File: config.mk
export PLATFORM = sky130hd
export DESIGN_NAME = aux_pin_ctrl
export DESIGN_NICKNAME = d
export VERILOG_FILES = /design/src/pkg/aux_pin_pkg.sv /design/src/rtl/aux_pin_ctrl.sv
export SDC_FILE = /design/constraint.sdc
export NUM_CORES = 1
export LEC_CHECK = 0
export BUFFER_PORTS_ARGS = -buffer_cell sky130_fd_sc_hd__clkbuf_2
export CAP_MARGIN = 20
export CORE_MARGIN = 1.5
export CORE_UTILIZATION = 35
export CTS_BUF_LIST = sky130_fd_sc_hd__clkbuf_16
export CTS_CLUSTER_DIAMETER = 80
export CTS_CLUSTER_SIZE = 28
export DETAILED_ROUTE_END_ITERATION = 8
export PLACE_DENSITY = 0.57
export SKIP_LAST_GASP = 1
export SLEW_MARGIN = 0
export SYNTH_ARGS = -nofsm -noshare
export SYNTH_HDL_FRONTEND = slang
export SYNTH_SLANG_ARGS = --single-unit
File: constraint.sdc
create_clock -name clock -period 4.8 [get_ports clock]
set_clock_uncertainty 0.1 [all_clocks]
set_input_delay 0.72 -clock clock [delete_from_list [all_inputs] [get_ports clock]]
set_output_delay 0.72 -clock clock [all_outputs]
set_load 0.05 [all_outputs]
File: src/pkg/aux_pin_pkg.sv
// Constants, types and register map of the auxiliary host pin controller
package aux_pin_pkg;

  ////////////////////////////////////////////////////////////////////////
  // Register byte offsets
  localparam logic [7:0] CTRL_OFS = 8'h00;
  localparam logic [7:0] PTR_OFS = 8'h04;
  localparam logic [7:0] GPIO_DIR_OFS = 8'h08;
  localparam logic [7:0] GPIO_OUT_OFS = 8'h0c;
  localparam logic [7:0] GPIO_IN_OFS = 8'h10;
  localparam logic [7:0] STATUS_OFS = 8'h14;
  localparam logic [7:0] MASK_OFS = 8'h18;
  localparam logic [7:0] STATE_OFS = 8'h1c;
  localparam logic [7:0] INSTR_OFS = 8'h20;
  localparam logic [7:0] RETRY_OFS = 8'h24;

  ////////////////////////////////////////////////////////////////////////
  // Field positions and reset values
  localparam int CTRL_LOCAL_BIT = 0;
  localparam int ST_RETRY_BIT = 0;
  localparam int ST_FATAL_BIT = 1;
  localparam int ST_INT_BIT = 2;
  localparam int ST_ILLEGAL_BIT = 3;
  localparam int STATUS_W = 4;
  localparam int GPIO_W = 5;
  localparam int HOST_PINS_W = 16;
  localparam logic [4:0] GPIO_DIR_RST = 5'h10;
  localparam logic [4:0] GPIO_OUT_RST = 5'h00;
  localparam logic [31:0] PTR_RST = 32'h0000_0000;
  localparam logic [31:0] PTR_STEP = 32'h0000_0004;
  localparam logic [7:0] INT_OPCODE = 8'h98;
  localparam logic [1:0] BOOT_WAIT = 2'h3;

  ////////////////////////////////////////////////////////////////////////
  // Types
  typedef enum logic [2:0] {
    ST_BOOT,
    ST_IDLE,
    ST_BUS,
    ST_EXEC
  } engine_e;

  typedef struct packed {
    logic [2:0] bus_mode_select;
    logic autostart_n;
    logic halt_n;
    logic transfer_ack_ready_n;
    logic bus_fault_ack_n;
    logic tree_test_enable_n;
    logic memory_locality_select;
    logic [GPIO_W-1:0] gpio;
    logic [31:0] fetch_data;
    logic [HOST_PINS_W-1:0] host_pins;
  } pins_s;

  typedef struct packed {
    pins_s sync1;
    pins_s sync2;
    engine_e state;
    logic [1:0] boot_cnt;
    logic [31:0] ptr;
    logic [31:0] instr;
    logic [7:0] retries;
    logic locality;
    logic [GPIO_W-1:0] gpio_dir;
    logic [GPIO_W-1:0] gpio_out;
    logic [STATUS_W-1:0] status;
    logic [STATUS_W-1:0] mask;
    logic a_valid;
    logic a_write;
    logic [7:0] a_addr;
    logic [31:0] hrdata;
    logic test_mode;
    logic tree_out;
    logic fault_oe;
    logic tip_oe;
    logic fetch_req;
    logic irq;
  } state_s;

endpackage

File: src/rtl/aux_pin_ctrl.sv
// Auxiliary host pin controller with AHB-Lite register slave
//
// The placing of the registers and the AHB-Lite slave port were chosen for this implementation.
`timescale 1ns/1ps
module aux_pin_ctrl (
  input wire logic clock,
  input wire logic rst_n,
  input wire logic hsel,
  input wire logic [31:0] haddr,
  input wire logic [1:0] htrans,
  input wire logic hwrite,
  input wire logic [2:0] hsize,
  input wire logic [31:0] hwdata,
  input wire logic hready,
  output logic hreadyout,
  output logic hresp,
  output logic [31:0] hrdata,
  input wire logic [2:0] bus_mode_select,
  input wire logic autostart_n,
  input wire logic tree_test_enable_n,
  output logic tree_test_output_o,
  output logic tree_test_output_oe,
  output logic pullup_en,
  output logic test_mode,
  input wire logic memory_locality_select_i,
  output logic memory_locality_select_o,
  output logic memory_locality_select_oe,
  input wire logic bus_fault_ack_n_i,
  output logic bus_fault_ack_n_o,
  output logic bus_fault_ack_n_oe,
  input wire logic transfer_active_n_i,
  output logic transfer_active_n_o,
  output logic transfer_active_n_oe,
  input wire logic transfer_ack_ready_n,
  input wire logic [31:0] fetch_data,
  output logic fetch_req,
  output logic [31:0] fetch_addr,
  input wire logic illegal_access,
  input wire logic [aux_pin_pkg::GPIO_W-1:0] gpio_i,
  output logic [aux_pin_pkg::GPIO_W-1:0] gpio_o,
  output logic [aux_pin_pkg::GPIO_W-1:0] gpio_oe,
  input wire logic [aux_pin_pkg::HOST_PINS_W-1:0] host_pins_i,
  output logic irq
);

  ////////////////////////////////////////////////////////////////////////
  // Helpers
  function automatic logic mode_one(input logic [2:0] bs);
    mode_one = bs[2] & bs[0];
  endfunction

  function automatic logic [31:0] read_reg(input logic [7:0] addr,
                                           input aux_pin_pkg::state_s s);
    read_reg = 32'h0000_0000;
    case (addr)
      aux_pin_pkg::CTRL_OFS: read_reg[0] = s.locality;
      aux_pin_pkg::PTR_OFS: read_reg = s.ptr;
      aux_pin_pkg::GPIO_DIR_OFS: read_reg[4:0] = s.gpio_dir;
      aux_pin_pkg::GPIO_OUT_OFS: read_reg[4:0] = s.gpio_out;
      aux_pin_pkg::GPIO_IN_OFS: read_reg[4:0] = s.sync2.gpio;
      aux_pin_pkg::STATUS_OFS: read_reg[3:0] = s.status;
      aux_pin_pkg::MASK_OFS: read_reg[3:0] = s.mask;
      aux_pin_pkg::STATE_OFS: begin
        read_reg[2:0] = s.state;
        read_reg[6:4] = s.sync2.bus_mode_select;
        read_reg[8] = s.test_mode;
        read_reg[9] = s.sync2.autostart_n;
      end
      aux_pin_pkg::INSTR_OFS: read_reg = s.instr;
      aux_pin_pkg::RETRY_OFS: read_reg[7:0] = s.retries;
      default: read_reg = 32'h0000_0000;
    endcase
  endfunction

  ////////////////////////////////////////////////////////////////////////
  // State
  aux_pin_pkg::state_s st_q;
  aux_pin_pkg::state_s st_d;
  aux_pin_pkg::pins_s pins_in;
  logic [aux_pin_pkg::STATUS_W-1:0] events;
  logic [aux_pin_pkg::STATUS_W-1:0] w1c;
  logic m1;
  logic ack;
  logic retry;
  logic fatal;
  logic mastering;
  logic ptr_wr;
  logic wr;

  always_comb begin
    pins_in.bus_mode_select = bus_mode_select;
    pins_in.autostart_n = autostart_n;
    pins_in.halt_n = transfer_active_n_i;
    pins_in.transfer_ack_ready_n = transfer_ack_ready_n;
    pins_in.bus_fault_ack_n = bus_fault_ack_n_i;
    pins_in.tree_test_enable_n = tree_test_enable_n;
    pins_in.memory_locality_select = memory_locality_select_i;
    pins_in.gpio = gpio_i;
    pins_in.fetch_data = fetch_data;
    pins_in.host_pins = host_pins_i;
  end

  always_comb begin
    st_d = st_q;
    events = '0;
    w1c = '0;
    // Pin inputs pass two flip-flops
    st_d.sync1 = pins_in;
    st_d.sync2 = st_q.sync1;
    m1 = mode_one(st_q.sync2.bus_mode_select);
    ack = !st_q.sync2.transfer_ack_ready_n;
    retry = 1'b0;
    fatal = 1'b0;
    if (m1) begin
      // Fault with halt asks for the same cycle again
      retry = !st_q.sync2.bus_fault_ack_n && !st_q.sync2.halt_n;
      fatal = !st_q.sync2.bus_fault_ack_n && st_q.sync2.halt_n;
    end else begin
      // Error with ack/ready asks for the same transfer again
      retry = !st_q.sync2.bus_fault_ack_n && ack;
      fatal = !st_q.sync2.bus_fault_ack_n && !ack;
    end

    //////////////////////////////////////////////////////////////////////
    // AHB-Lite slave: zero wait, always OKAY
    wr = st_q.a_valid && st_q.a_write;
    ptr_wr = wr && (st_q.a_addr == aux_pin_pkg::PTR_OFS);
    st_d.a_valid = 1'b0;
    if (hsel && hready && htrans[1]) begin
      st_d.a_valid = 1'b1;
      st_d.a_write = hwrite;
      st_d.a_addr = {haddr[7:2], 2'b00};
      if (!hwrite) begin
        st_d.hrdata = read_reg({haddr[7:2], 2'b00}, st_q);
      end
    end
    if (wr) begin
      case (st_q.a_addr)
        aux_pin_pkg::CTRL_OFS:
          st_d.locality = hwdata[aux_pin_pkg::CTRL_LOCAL_BIT];
        aux_pin_pkg::PTR_OFS: st_d.ptr = hwdata;
        aux_pin_pkg::GPIO_DIR_OFS: st_d.gpio_dir = hwdata[4:0];
        aux_pin_pkg::GPIO_OUT_OFS: st_d.gpio_out = hwdata[4:0];
        aux_pin_pkg::STATUS_OFS: w1c = hwdata[3:0];
        aux_pin_pkg::MASK_OFS: st_d.mask = hwdata[3:0];
        default: ;
      endcase
    end

    //////////////////////////////////////////////////////////////////////
    // Script engine
    case (st_q.state)
      aux_pin_pkg::ST_BOOT: begin
        if (st_q.boot_cnt == aux_pin_pkg::BOOT_WAIT) begin
          if (!st_q.sync2.autostart_n) begin
            st_d.ptr = aux_pin_pkg::PTR_RST;
            st_d.state = aux_pin_pkg::ST_BUS;
          end else begin
            st_d.state = aux_pin_pkg::ST_IDLE;
          end
        end else begin
          st_d.boot_cnt = st_q.boot_cnt + 2'h1;
        end
      end
      aux_pin_pkg::ST_IDLE: begin
        if (ptr_wr) begin
          st_d.state = aux_pin_pkg::ST_BUS;
        end
      end
      aux_pin_pkg::ST_BUS: begin
        // Only an answer to a request still out counts, and only once
        if (retry && st_q.fetch_req) begin
          events[aux_pin_pkg::ST_RETRY_BIT] = 1'b1;
          st_d.retries = st_q.retries + 8'h01;
        end else if (fatal && st_q.fetch_req) begin
          events[aux_pin_pkg::ST_FATAL_BIT] = 1'b1;
          st_d.state = aux_pin_pkg::ST_IDLE;
        end else if (ack && st_q.fetch_req) begin
          st_d.instr = st_q.sync2.fetch_data;
          st_d.state = aux_pin_pkg::ST_EXEC;
        end
      end
      aux_pin_pkg::ST_EXEC: begin
        st_d.ptr = st_q.ptr + aux_pin_pkg::PTR_STEP;
        if (st_q.instr[31:24] == aux_pin_pkg::INT_OPCODE) begin
          events[aux_pin_pkg::ST_INT_BIT] = 1'b1;
          st_d.state = aux_pin_pkg::ST_IDLE;
        end else begin
          st_d.state = aux_pin_pkg::ST_BUS;
        end
      end
      default: st_d.state = aux_pin_pkg::ST_IDLE;
    endcase
    // Next request waits until the last answer has left the synchroniser
    st_d.fetch_req = (st_d.state == aux_pin_pkg::ST_BUS) && !ack &&
                     st_q.sync2.bus_fault_ack_n;
    mastering = st_d.state == aux_pin_pkg::ST_BUS;

    //////////////////////////////////////////////////////////////////////
    // Sticky status, set wins over clear
    events[aux_pin_pkg::ST_ILLEGAL_BIT] = illegal_access;
    st_d.status = (st_q.status & ~w1c) | events;
    st_d.irq = |(st_d.status & st_d.mask);

    //////////////////////////////////////////////////////////////////////
    // Tree test and pin drive
    st_d.test_mode = !st_q.sync2.tree_test_enable_n;
    // Only host-side pins; no SCSI line is wired into this block
    st_d.tree_out = &{st_q.sync2.bus_mode_select,
                      st_q.sync2.autostart_n,
                      st_q.sync2.halt_n,
                      st_q.sync2.transfer_ack_ready_n,
                      st_q.sync2.bus_fault_ack_n,
                      st_q.sync2.memory_locality_select,
                      st_q.sync2.gpio,
                      st_q.sync2.fetch_data,
                      st_q.sync2.host_pins};
    st_d.fault_oe = illegal_access && !st_d.test_mode;
    st_d.tip_oe = mastering && !m1 && !st_d.test_mode;
  end

  always_ff @(posedge clock or negedge rst_n) begin
    if (!rst_n) begin
      st_q <= '0;
      st_q.sync1 <= '1;
      st_q.sync2 <= '1;
      st_q.state <= aux_pin_pkg::ST_BOOT;
      st_q.ptr <= aux_pin_pkg::PTR_RST;
      st_q.locality <= 1'b0;
      st_q.gpio_dir <= aux_pin_pkg::GPIO_DIR_RST;
      st_q.gpio_out <= aux_pin_pkg::GPIO_OUT_RST;
      st_q.tree_out <= 1'b1;
    end else begin
      st_q <= st_d;
    end
  end

  ////////////////////////////////////////////////////////////////////////
  // Outputs from flip-flops or tied to constants
  logic [aux_pin_pkg::GPIO_W-1:0] gpio_oe_q;
  logic loc_oe_q;
  logic tree_oe_q;

  always_ff @(posedge clock or negedge rst_n) begin
    if (!rst_n) begin
      gpio_oe_q <= '0;
      loc_oe_q <= 1'b0;
      tree_oe_q <= 1'b0;
    end else begin
      gpio_oe_q <= st_d.test_mode ? '0 : st_d.gpio_dir;
      loc_oe_q <= !st_d.test_mode;
      tree_oe_q <= st_d.test_mode;
    end
  end

  assign hreadyout = 1'b1;
  assign hresp = 1'b0;
  assign hrdata = st_q.hrdata;
  assign tree_test_output_o = st_q.tree_out;
  assign tree_test_output_oe = tree_oe_q;
  assign pullup_en = st_q.test_mode;
  assign test_mode = st_q.test_mode;
  assign memory_locality_select_o = st_q.locality;
  assign memory_locality_select_oe = loc_oe_q;
  assign bus_fault_ack_n_o = 1'b0;
  assign bus_fault_ack_n_oe = st_q.fault_oe;
  assign transfer_active_n_o = 1'b0;
  assign transfer_active_n_oe = st_q.tip_oe;
  assign fetch_req = st_q.fetch_req;
  assign fetch_addr = st_q.ptr;
  assign gpio_o = st_q.gpio_out;
  assign gpio_oe = gpio_oe_q;
  assign irq = st_q.irq;

endmodule

# Word level (Yosys, flattened, before mapping)
# Cells that the tools add are included.
[totals] reg_bits=272 inputBits=137 out_inout_bits=88 wordCells=145
[classes] addsub=3 eq_ne=20 muxes=39 bitwise=9 n_reduce_logical=32
[ops] cell="two-way mux 32 bit" count=5
[ops] cell="one-hot mux 32 bit (2 select lines)" count=1
[ops] cell="AND reduction 61 bit" count=1
[ops] cell="one-hot mux 22 bit (2 select lines)" count=1
[ops] cell="two-way mux 42 bit" count=1
[ops] cell="== test 6 x 3 -> 1 bit (second input constant)" count=6
[ops] cell="adder 32 x 3 -> 32 bit (second input constant)" count=1
[ops] cell="== test 6 x 2 -> 1 bit (second input constant)" count=4
[ops] cell="one-hot mux 2 bit (9 select lines)" count=1
[ops] cell="logical AND 1 bit" count=16
[ops] cell="two-way mux 4 bit" count=4
[ops] cell="two-way mux 3 bit" count=5
[ops] cell="two-way mux 5 bit" count=3
[ops] cell="== test 6 x 1 -> 1 bit (second input constant)" count=2
[ops] cell="== test 6 x 4 -> 1 bit (second input constant)" count=2
[ops] cell="one-hot mux 3 bit (4 select lines)" count=1
[ops] cell="two-way mux 10 bit" count=1
[ops] cell="one-hot mux 1 bit (10 select lines)" count=1
[ops] cell="AND reduction 2 bit" count=5
[ops] cell="== test 3 x 2 -> 1 bit (second input constant)" count=3
[ops] cell="adder 8 x 1 -> 8 bit (second input constant)" count=1
[ops] cell="AND 4 bit" count=2
[ops] cell="== test 8 bit (second input constant)" count=1
[ops] cell="zero test 8 bit" count=1
[ops] cell="other kinds (19)" count=34

# Logic depth before layout (Yosys ltp)
# Gate-level depths: netlist of the first run.
[logic_depth] depth_word=10 mapped_depth=8

# Worst setup path after synthesis of the first run
# Ideal clock, no wire load.
[synth_timing] path_type="input to register" from="input port haddr[2]" to="register st_q, in the netlist hrdata[0]" arrival_ns=2.088 required_ns=4.562 path_slack_ns=2.474 cell_stages=7 cell_sequence="clkbuf_1 -> buf_2 -> buf_1 -> mux2i_1 -> nor2_1 -> a221oi_1 -> a22oi_1"
[synth_via] elab_chain_cells=2 elab_cells_between_ends=11 classes_between="eq/ne (9); mux (1); reduce/logical (1)"
[synth_rtl] element="start: declaration" line_no="aux_pin_ctrl.sv:9" rtl="input wire logic [31:0] haddr,"
[synth_rtl] element="== test 6 x 4 -> 1 bit, or another cell as far along" line_no="aux_pin_ctrl.sv:55" rtl="case (addr)"
[synth_rtl] element="one-hot mux 1 bit (10 select lines) (*)" line_no="aux_pin_ctrl.sv:55"
[synth_rtl] element="end signal: assignment" line_no="aux_pin_ctrl.sv:234" rtl="st_q <= st_d;"
[synth_rtl] element="end: declaration" line_no="aux_pin_ctrl.sv:77" rtl="aux_pin_pkg::state_s st_q;"
# Every way passes the cells marked *; elsewhere a longest branch is shown, timed or not.
# A chain may end at the register's enable or synchronous reset.

==> metrics.txt, run 1 <==
Final nets=1153; setup tns final=0 ns; worst hold path type=in -> async; Tightest Pin Transition=0.845 ns; share of cells above drive strength 1=40.9%; Final setup violation count=0; GPL Wtd Cong=0.797; Worst Reg-to-Reg Cells=6; Post-synth top flop=dfrtp_1; WP data arrival=3.24 ns; pins over their slew limit=0; ANT nets after route=0; I/O Pins=225; Mean Syn Cell Area=12.3 µm²; Seq cells post-synth=272; area grow syn2layout=11.8%; cts bufs inserted=15; relative slew slack=42.9%; routed vias/inst=5.13; Cells after Synth=906; register area share after synthesis=62.4%; Final min period=2.90 ns; clk buf depth=3; clk sinks=272; final wirelength=27800 µm; CTS H-tree depth=1; final hold viol count=0; mapped cell area=11200 µm²; CTS tree=built; GR Overflow Total=0; CORE AREA=31500 µm²; Pleak=0.00565 µW; Worst-path clk slew=0.11 ns; Syn. warnings=0; clk root buf=clkbuf_16; die width=182 µm; Worst Path Class, Setup=reg -> reg; worst skew pair latency=0.50 ns; Max FO, Critical Path=18; Max VDD drop=0.298 mV; cell row count=65; Starting Density=35.5%; top cells by area, synth=dfrtp_1, dfstp_2, mux2_2, buf_4, nor2_1; Max Cap Viol=0; initial drt markers=471; outcome=finished, final reports clean; RSZ-0062 raised after global routing=no; Total Power=5350 µW; EDFF count, synth=0; post_cts resized=0; cell area power density=429 nW/µm²; Fill cells=3010; DR WL/cell=19.6 µm; DRC=0; Worst Path Required=5.14 ns; antenna violations before repair=0; largest net degree at the start of global routing=103; postcts setup bufs=0; drt pass-1 iters=6; die height=182 µm; post-synthesis async set-or-reset flop share=100%; Setup crit end kind=register; Final period util=60.5%; count of different cell masters after synthesis=66; buffers added on ports=190; first-pass GRT wire length=43400 µm; share of the synthesized area in the top cell type=32.7%; Hold Buf Count CTS=0; Worst Setup Start Kind=register; Global Route Usage Sum=17.0%; DP Wirelength=20500 µm; Diodes inserted=0; Placed Area=12000 µm²; vias in the first global route=7297; design area=12500 µm²; routed via count=7299; fmax=344 MHz; full die area=33000 µm²; cell taking the most area after synthesis=dfrtp_1
[cell type report]
type                    instances  area, µm²  area share, %
flip-flops and latches        272       6960           55.8
multi-input cells             511       3440           27.5
repair buffers                202       1060           8.52
well taps                     402        503           4.03
clock buffers                  15        375           3.01
clock inverters                10       96.3          0.772
inverters                      11       41.3          0.331
[synth_stat cells, drive strengths merged (4+ instances only)]
library cell    n
a31oi          11
o21ai          39
nand3          19
mux2           57
or2             4
a221o           6
clkbuf         27
mux2i           9
nand2          57
a221oi         27
and2           13
a22oi          12
buf            88
xnor2           6
nand4          22
a22o            9
dfstp         126
nor4b           4
a21o            8
a21oi          19
nor4           17
inv            11
o311ai          8
nor3            7
o211ai          4
nor2           74
dfrtp         146
and3           17
and4            7
[critical path, stage by stage (launching register included)]
cell	delay, ns
dfrtp_1	0.41
or4_4	0.57
nor4b_4	0.51
and2b_1	0.68
buf_4	0.33
a22o_1	0.17
a21o_1	0.08
[sequential cells by signal, summed over array words and instances, names as in the netlist, 5 cells and up]
| name | cells |
|---|---|
| fetch_addr | 32 |
| gpio_o | 5 |
| gpio_oe | 5 |
| hrdata | 32 |
| st_d | 62 |
| st_q | 128 |
[layout by cell type (no fill, tap or decap), types with 4 or more instances in the layout]
cell         n
clkbuf_2   189
dfrtp_1    146
dfstp_2    126
nor2_1      72
nand2_1     57
mux2_2      57
o21ai_0     35
a221oi_1    27
nand4_1     22
nand3_1     19
a21oi_1     19
and3_1      17
nor4_1      17
inv_1       15
clkbuf_16   15
and2_1      13
a22oi_1     12
a31oi_1     11
buf_4       11
a22o_1       9
mux2i_1      9
a21o_1       8
and4_1       7
nor3_1       7
o311ai_0     7
a221o_1      6
xnor2_1      6
conb_1       5
o211ai_1     4
o21ai_1      4
[metal layers]
| metal | track usage, % | vias to the layer above | part of all wire [%] |
|---|---|---|---|
| met5 | 0 | - | 0 |
| met4 | 3.47 | 0 | 1.7 |
| met3 | 3.57 | 30 | 6.4 |
| met2 | 27.4 | 216 | 47 |
| met1 | 23.7 | 3666 | 45 |
| li1 | - | 3387 | - |
[final timing paths]
| kind | startpoint | endpoint | slack [ns] |
|---|---|---|---|
| max reg2reg | st_q[45]$_DFFE_PN0P_ | fetch_addr[23]$_DFF_PN0_ | 1.90 |
| min | rst_n | st_q[82]$_DFFE_PN0P_ | 0.11 |
| min reg2reg | st_d[171]$_DFF_PN1_ | st_q[171]$_DFF_PN1_ | 0.24 |
| max | st_q[45]$_DFFE_PN0P_ | fetch_addr[23]$_DFF_PN0_ | 1.90 |
| max in group asynchronous | rst_n | st_q[177]$_DFF_PN1_ | 3.48 |
| min in group clock | transfer_ack_ready_n | st_d[200]$_DFF_PN1_ | 0.18 |
[through the flow]
| step | instances | worst slack, ns | utilization [%] | hold slack (ns) |
|---|---|---|---|---|
| 6_report | 1423 | 1.90 | 39.7 | 0.113 |
| 5_1_grt | 1423 | 1.69 | 39.7 | 0.155 |
| 4_1_cts | 1423 | 1.83 | 39.7 | 0.143 |
| 3_5_place_dp | 1398 | 1.85 | 38.2 | 0.247 |
| 3_3_place_gp | 1398 | 1.86 | 38.2 | 0.246 |
| 2_1_floorplan | 909 | 2.47 | - | 0.245 |
[cell families after synthesis]
logic type / synth area share (%)
simple gates: 12.5
buf+inv: 6.94
compound gates: 10.4
flops: 62.4
fa+ha+maj: 0.336
other cells: 0.0673
xor+xnor: 0.628
mux: 6.76
[power breakdown]
group | switching, µW | internal, µW
Sequential | 293 | 2550
Combinational | 821 | 271
Clock | 798 | 613
Total | 1910 | 3440
Note: power is estimated with default switching activity, not from simulation.
==> inputs of run 2 (changes only) <==
--- a/config.mk
+++ b/config.mk
@@ -13,7 +13,7 @@
 export CTS_CLUSTER_DIAMETER = 80
 export CTS_CLUSTER_SIZE = 28
 export DETAILED_ROUTE_END_ITERATION = 8
-export PLACE_DENSITY = 0.57
+export PLACE_DENSITY = 0.59
 export SKIP_LAST_GASP = 1
 export SLEW_MARGIN = 0
 export SYNTH_ARGS = -nofsm -noshare
==> constraint.sdc (replaced) <==
create_clock -name clock -period 2.41 [get_ports clock]
set_clock_uncertainty 0.1 [all_clocks]
set_input_delay 0.3615 -clock clock [delete_from_list [all_inputs] [get_ports clock]]
set_output_delay 0.3615 -clock clock [all_outputs]
set_load 0.05 [all_outputs]
==> run 2 against run 1 <==
Compared with the run above: register-to-register slack worse by 1.7 ns; non-clock buffer count up 115; total power up 110%; setup slack worse by 1.7 ns; critical path type unchanged; largest cell class unchanged.
==> metrics.txt, run 2 (synthesis results as in run 1) <==
switching share of power=34.8%; fmax=447 MHz; Worst Path Class, Setup=reg -> reg; DR WL/cell=18.7 µm; routed via count=7742; share of cells above drive strength 1=39.8%; relative slew slack=65.3%; commonest non-fill, non-tap cell in the layout=clkbuf_2; CTS H-tree depth=1; Buf/Inv on CP=2; largest net degree at the start of global routing=65; PnR worst setup slack=0.171 ns; RSZ-0062 raised after global routing=yes; slowest CP cell=dfrtp_1; ordered cell list for the critical path=o41ai_1 -> buf_4 -> and2b_1 -> buf_4 -> a22o_1 -> a21o_1; first-pass GRT wire length=45300 µm; initial drt markers=466; WP data arrival=2.53 ns; Fill cells=2930; cts bufs inserted=15; Max FO, Critical Path=17; Final setup violation count=0; worst hold path type=in -> reg; most frequent CP cell=buf_4; Max VDD drop=0.479 mV; commonest cells after routing, fill and taps aside=clkbuf_2, dfrtp_1, dfstp_2, dlygate4sd3_1, nor2_1; pins over their slew limit=0; max FFs per register=128; Worst Setup Start Kind=register; crit-path leading delay family=compound AO/OA/AOI/OAI gates; cell row count=65; GR Overflow Total=0; clock group share of total power=27.2%; Final min period=2.24 ns; Pleak=0.00620 µW; die height=182 µm; GPL Wtd Cong=0.841; routed vias/inst=5.03; buffers added on ports=190; die width=182 µm; Worst path max stage delay=0.51 ns; cell-internal power=7210 µW; worst skew pair latency=0.52 ns; Global Route Usage Sum=17.7%; Worst-path clk slew=0.10 ns; vias in the first global route=7759; Total Power=11100 µW; drt pass-1 iters=5; post-route non-filler standard cell count=1539; I/O Pins=225; Starting Density=35.5%; ANT nets after route=0; Final nets=1268; Worst Path Required=2.70 ns; Reg with most FFs=st_q; clk buf depth=3; Setup crit end kind=register; Min Hold Slack=0.0124 ns; Max Cap Viol=0; Switch Pwr=3850 µW; full die area=33000 µm²; combinational share of power=22.0%; antenna violations before repair=0; Tightest Pin Transition=0.516 ns; cell area power density=809 nW/µm²; DRC=0; Reg power frac=50.8%; final hold viol count=0; Place WS=0.118 ns; Final period util=92.9%; outcome=finished, final reports clean; clk root buf=clkbuf_16; area grow syn2layout=22.5%; CTS tree=built; clk sinks=272; DP Wirelength=21200 µm; Diodes inserted=0; placed insts=1429; CORE AREA=31500 µm²; final wirelength=28700 µm
[run 2: cell types whose count changed in the layout (fill, tap and decap cells not counted), moves of 2 or more]
cell,previous run,this run
dlygate4sd3_1,0,84
buf_4,11,37
buf_12,1,6
bufinv_16,0,2
[run 2: path summary, 6_finish.rpt]
path / startpoint / slack (ns) / cells after the start / endpoint
setup / recovery: st_q[141]$_DFF_PN0_ / 0.17 / 6 / fetch_addr[23]$_DFF_PN0_
hold / removal: hwdata[25] / 0.01 / 3 / fetch_addr[25]$_DFF_PN0_
setup reg to reg: st_q[141]$_DFF_PN0_ / 0.17 / 6 / fetch_addr[23]$_DFF_PN0_
hold reg to reg: st_d[168]$_DFF_PN1_ / 0.24 / 0 / st_q[168]$_DFF_PN1_
max in group asynchronous: rst_n / 1.19 / 3 / st_d[187]$_DFF_PN1_
min in group asynchronous: rst_n / 0.29 / 2 / st_q[79]$_DFFE_PN0P_
[run 2: what timing repair did]
action,in CTS,in global routing
resized for setup,0,2
buffers inserted,0,0
hold endpoints to repair,92,0
hold buffers,84,0
setup endpoints to repair,0,4
[run 2: routing by layer]
layer | track usage [%] | up-vias | routed length (µm)
met5 | 0 | - | 0
met4 | 4.73 | 0 | 627
met3 | 3.17 | 33 | 1710
met2 | 28.4 | 214 | 13400
met1 | 24.7 | 3865 | 13000
li1 | - | 3630 | -
[run 2: worst reg2reg max path, stage by stage, from the launching register on]
cell     delay (ns)
dfrtp_1        0.51
o41ai_1        0.50
buf_4          0.20
and2b_1        0.19
buf_4          0.20
a22o_1         0.25
a21o_1         0.15
[run 2: power by group through the flow]
stage	Clock, µW	Sequential [µW]	Combinational (µW)
6_report	3010	5620	2430
5_1_grt	3300	5700	2610
4_1_cts	3120	5610	2460
3_5_place_dp	0	5690	2350
3_3_place_gp	0	5680	2330
2_1_floorplan	0	5540	1940
[run 2: stage by stage]
stage / setup TNS (ns) / utilization [%] / instance area (µm²)
after floorplan: 0 / - / 11200
after global placement: 0 / 39.1 / 12300
after detailed placement: 0 / 39.1 / 12300
after CTS: 0 / 43.4 / 13700
after global routing: -0.0210 / 43.4 / 13700
final: 0 / 43.4 / 13700
[run 2: layout make-up]
| class | instances | area, µm² | share of cell area, % |
|---|---|---|---|
| sequential | 272 | 6970 | 50.9 |
| multi-input combinational | 511 | 3440 | 25.2 |
| timing repair buffer | 317 | 2200 | 16.1 |
| tap | 402 | 503 | 3.68 |
| clock buffer | 15 | 375 | 2.74 |
| clock inverter | 11 | 149 | 1.09 |
| inverter | 11 | 41.3 | 0.302 |
==> inputs of run 3 (changes only) <==
--- a/config.mk
+++ b/config.mk
@@ -7,7 +7,6 @@
 export LEC_CHECK = 0
 export BUFFER_PORTS_ARGS = -buffer_cell sky130_fd_sc_hd__clkbuf_2
 export CAP_MARGIN = 20
-export CORE_MARGIN = 1.5
 export CORE_UTILIZATION = 35
 export CTS_BUF_LIST = sky130_fd_sc_hd__clkbuf_16
 export CTS_CLUSTER_DIAMETER = 80
==> run 3 against run 2 <==
Compared with the run above: via count down 0.50%; die area shrank 1.1%; cell count down 0.71%; clock power is 7.6% lower; utilization decreased by 0.47 points; sequential power about the same; fmax down 2.7%; first-iteration DRC count down 12%.
==> metrics.txt, run 3 (synthesis results as in run 1) <==
cell row count=65; Worst Path Required=2.69 ns; worst hold path depth=3; Diodes inserted=0; clk buf depth=3; ANT nets after route=0; I/O Pins=225; met3 Use GR=2.81%; drt pass-1 iters=5; cts bufs inserted=15; first-pass GRT wire length=44900 µm; Final setup violation count=0; Max Cap Viol=0; Final min period=2.30 ns; DR WL/cell=18.7 µm; Pleak=0.00612 µW; Max VDD drop=0.502 mV; Final period util=95.5%; commonest non-fill, non-tap cell in the layout=clkbuf_2; vias in the first global route=7658; worst hold endpoint=fetch_addr[11]$_DFF_PN0_; GR Overflow Total=0; final wirelength=28600 µm; met2 Use GR=27.7%; Worst path max stage delay=0.58 ns; Worst Reg-to-Reg Cells=5; CTS H-tree depth=1; worst hold path type=in -> reg; WP data arrival=2.58 ns; DP Wirelength=20800 µm; Worst-path clk slew=0.10 ns; clk root buf=clkbuf_16; RSZ-0062 raised after global routing=no; max FFs per register=128; ordered cell list for the critical path=or4_4 -> nor4b_4 -> or2_1 -> o21ai_1 -> a221o_1; antenna violations before repair=0; Final nets=1258; met1 Resource Use GR=25.4%; pins over their slew limit=0; Worst Path Class, Setup=reg -> reg; die height=181 µm; CORE AREA=31500 µm²; PnR worst setup slack=0.109 ns; Max FO, Critical Path=8; Reg with most FFs=st_q; routed vias/inst=5.04; Starting Density=35.5%; setup tns final=0 ns; CTS tree=built; commonest cells after routing, fill and taps aside=clkbuf_2, dfrtp_1, dfstp_2, dlygate4sd3_1, nor2_1; GPL Wtd Cong=0.843; Top Usage Layer GRT=met2; worst reg2reg path startpoint=st_q[45]$_DFFE_PN0P_; clk sinks=272; DRC=0; slowest CP cell=or4_4; R2R setup slack=0.11 ns; post-route non-filler standard cell count=1528; initial drt markers=408; final hold viol count=0; largest net degree at the start of global routing=83; Total Power=10800 µW; die width=181 µm; Place WS=0.141 ns; R2R Path End=fetch_addr[6]$_DFF_PN0_; share of cells above drive strength 1=39.8%; fmax=435 MHz; Global Route Usage Sum=17.6%; area grow syn2layout=21.2%; Setup crit end kind=register; buffers added on ports=190; hold_sp=hwdata[11]; full die area=32600 µm²; worst skew pair latency=0.50 ns; cell area power density=800 nW/µm²; routed via count=7703; relative slew slack=65.4%; Critical Path Start=st_q[45]$_DFFE_PN0P_; Tightest Pin Transition=0.514 ns; Worst Setup Start Kind=register; outcome=finished, final reports clean; Final Util=43.0%; placed insts=1427
## run 3: changes by cell type in the layout (fill, tap and decap cells not counted), sizes merged
| cell | before | now |
|---|---|---|
| buf | 44 | 42 |
| bufinv | 2 | 0 |
| clkinv | 3 | 5 |
| clkinvlp | 0 | 1 |
| dlygate4sd3 | 84 | 76 |
| inv | 17 | 15 |
## run 3: how the worst max path moves through the flow
| stage | slack [ns] | cells past startpoint | end |
|---|---|---|---|
| global placement | 0.18 | 6 | fetch_addr[19]$_DFF_PN0_ |
| global route | 0.03 | 7 | fetch_addr[14]$_DFF_PN0_ |
| detailed placement | 0.14 | 5 | fetch_addr[6]$_DFF_PN0_ |
| finish | 0.11 | 5 | fetch_addr[6]$_DFF_PN0_ |
| CTS | 0.11 | 5 | fetch_addr[6]$_DFF_PN0_ |
| floorplan | 0.27 | 6 | fetch_addr[9]$_DFF_PN0_ |
## run 3: through the flow
stage          hold slack [ns]  instance area (µm²)
2_1_floorplan          -0.0341                11200
3_3_place_gp             0.208                12300
3_5_place_dp             0.204                12300
4_1_cts                0.00183                13500
5_1_grt                0.00619                13500
6_report                0.0157                13500
## run 3: area by class of cell
cell class / instances / area [µm²]
flip-flops and latches: 272 / 6960
inverters: 11 / 41.3
multi-input cells: 511 / 3440
clock buffers: 15 / 375
fillers: 2876 / 17900
well taps: 402 / 503
repair buffers: 307 / 2100
clock inverters: 10 / 92.6
## run 3: repair_timing
action	CTS	global route
setup buffers	0	0
gates resized for setup	0	1
endpoints found under the setup margin	0	1
hold buffers	76	0
endpoints found under the hold margin	116	0
## run 3: report_power, final
part	switching, µW	internal, µW
logic	1740	684
registers	528	5090
clock network	1570	1210
## run 3: per-layer routing
metal / vias to the layer above / part of all wire (%)
met5: - / 0
met4: 0 / 1.9
met3: 31 / 5.0
met2: 215 / 46
met1: 3848 / 47
li1: 3609 / -
## run 3: critical path: cells and delay by family, from the launching register on
kind / cells / cell delay [ns]
compound gates: 2 / 0.43
simple gates: 3 / 1.25
flops: 1 / 0.41
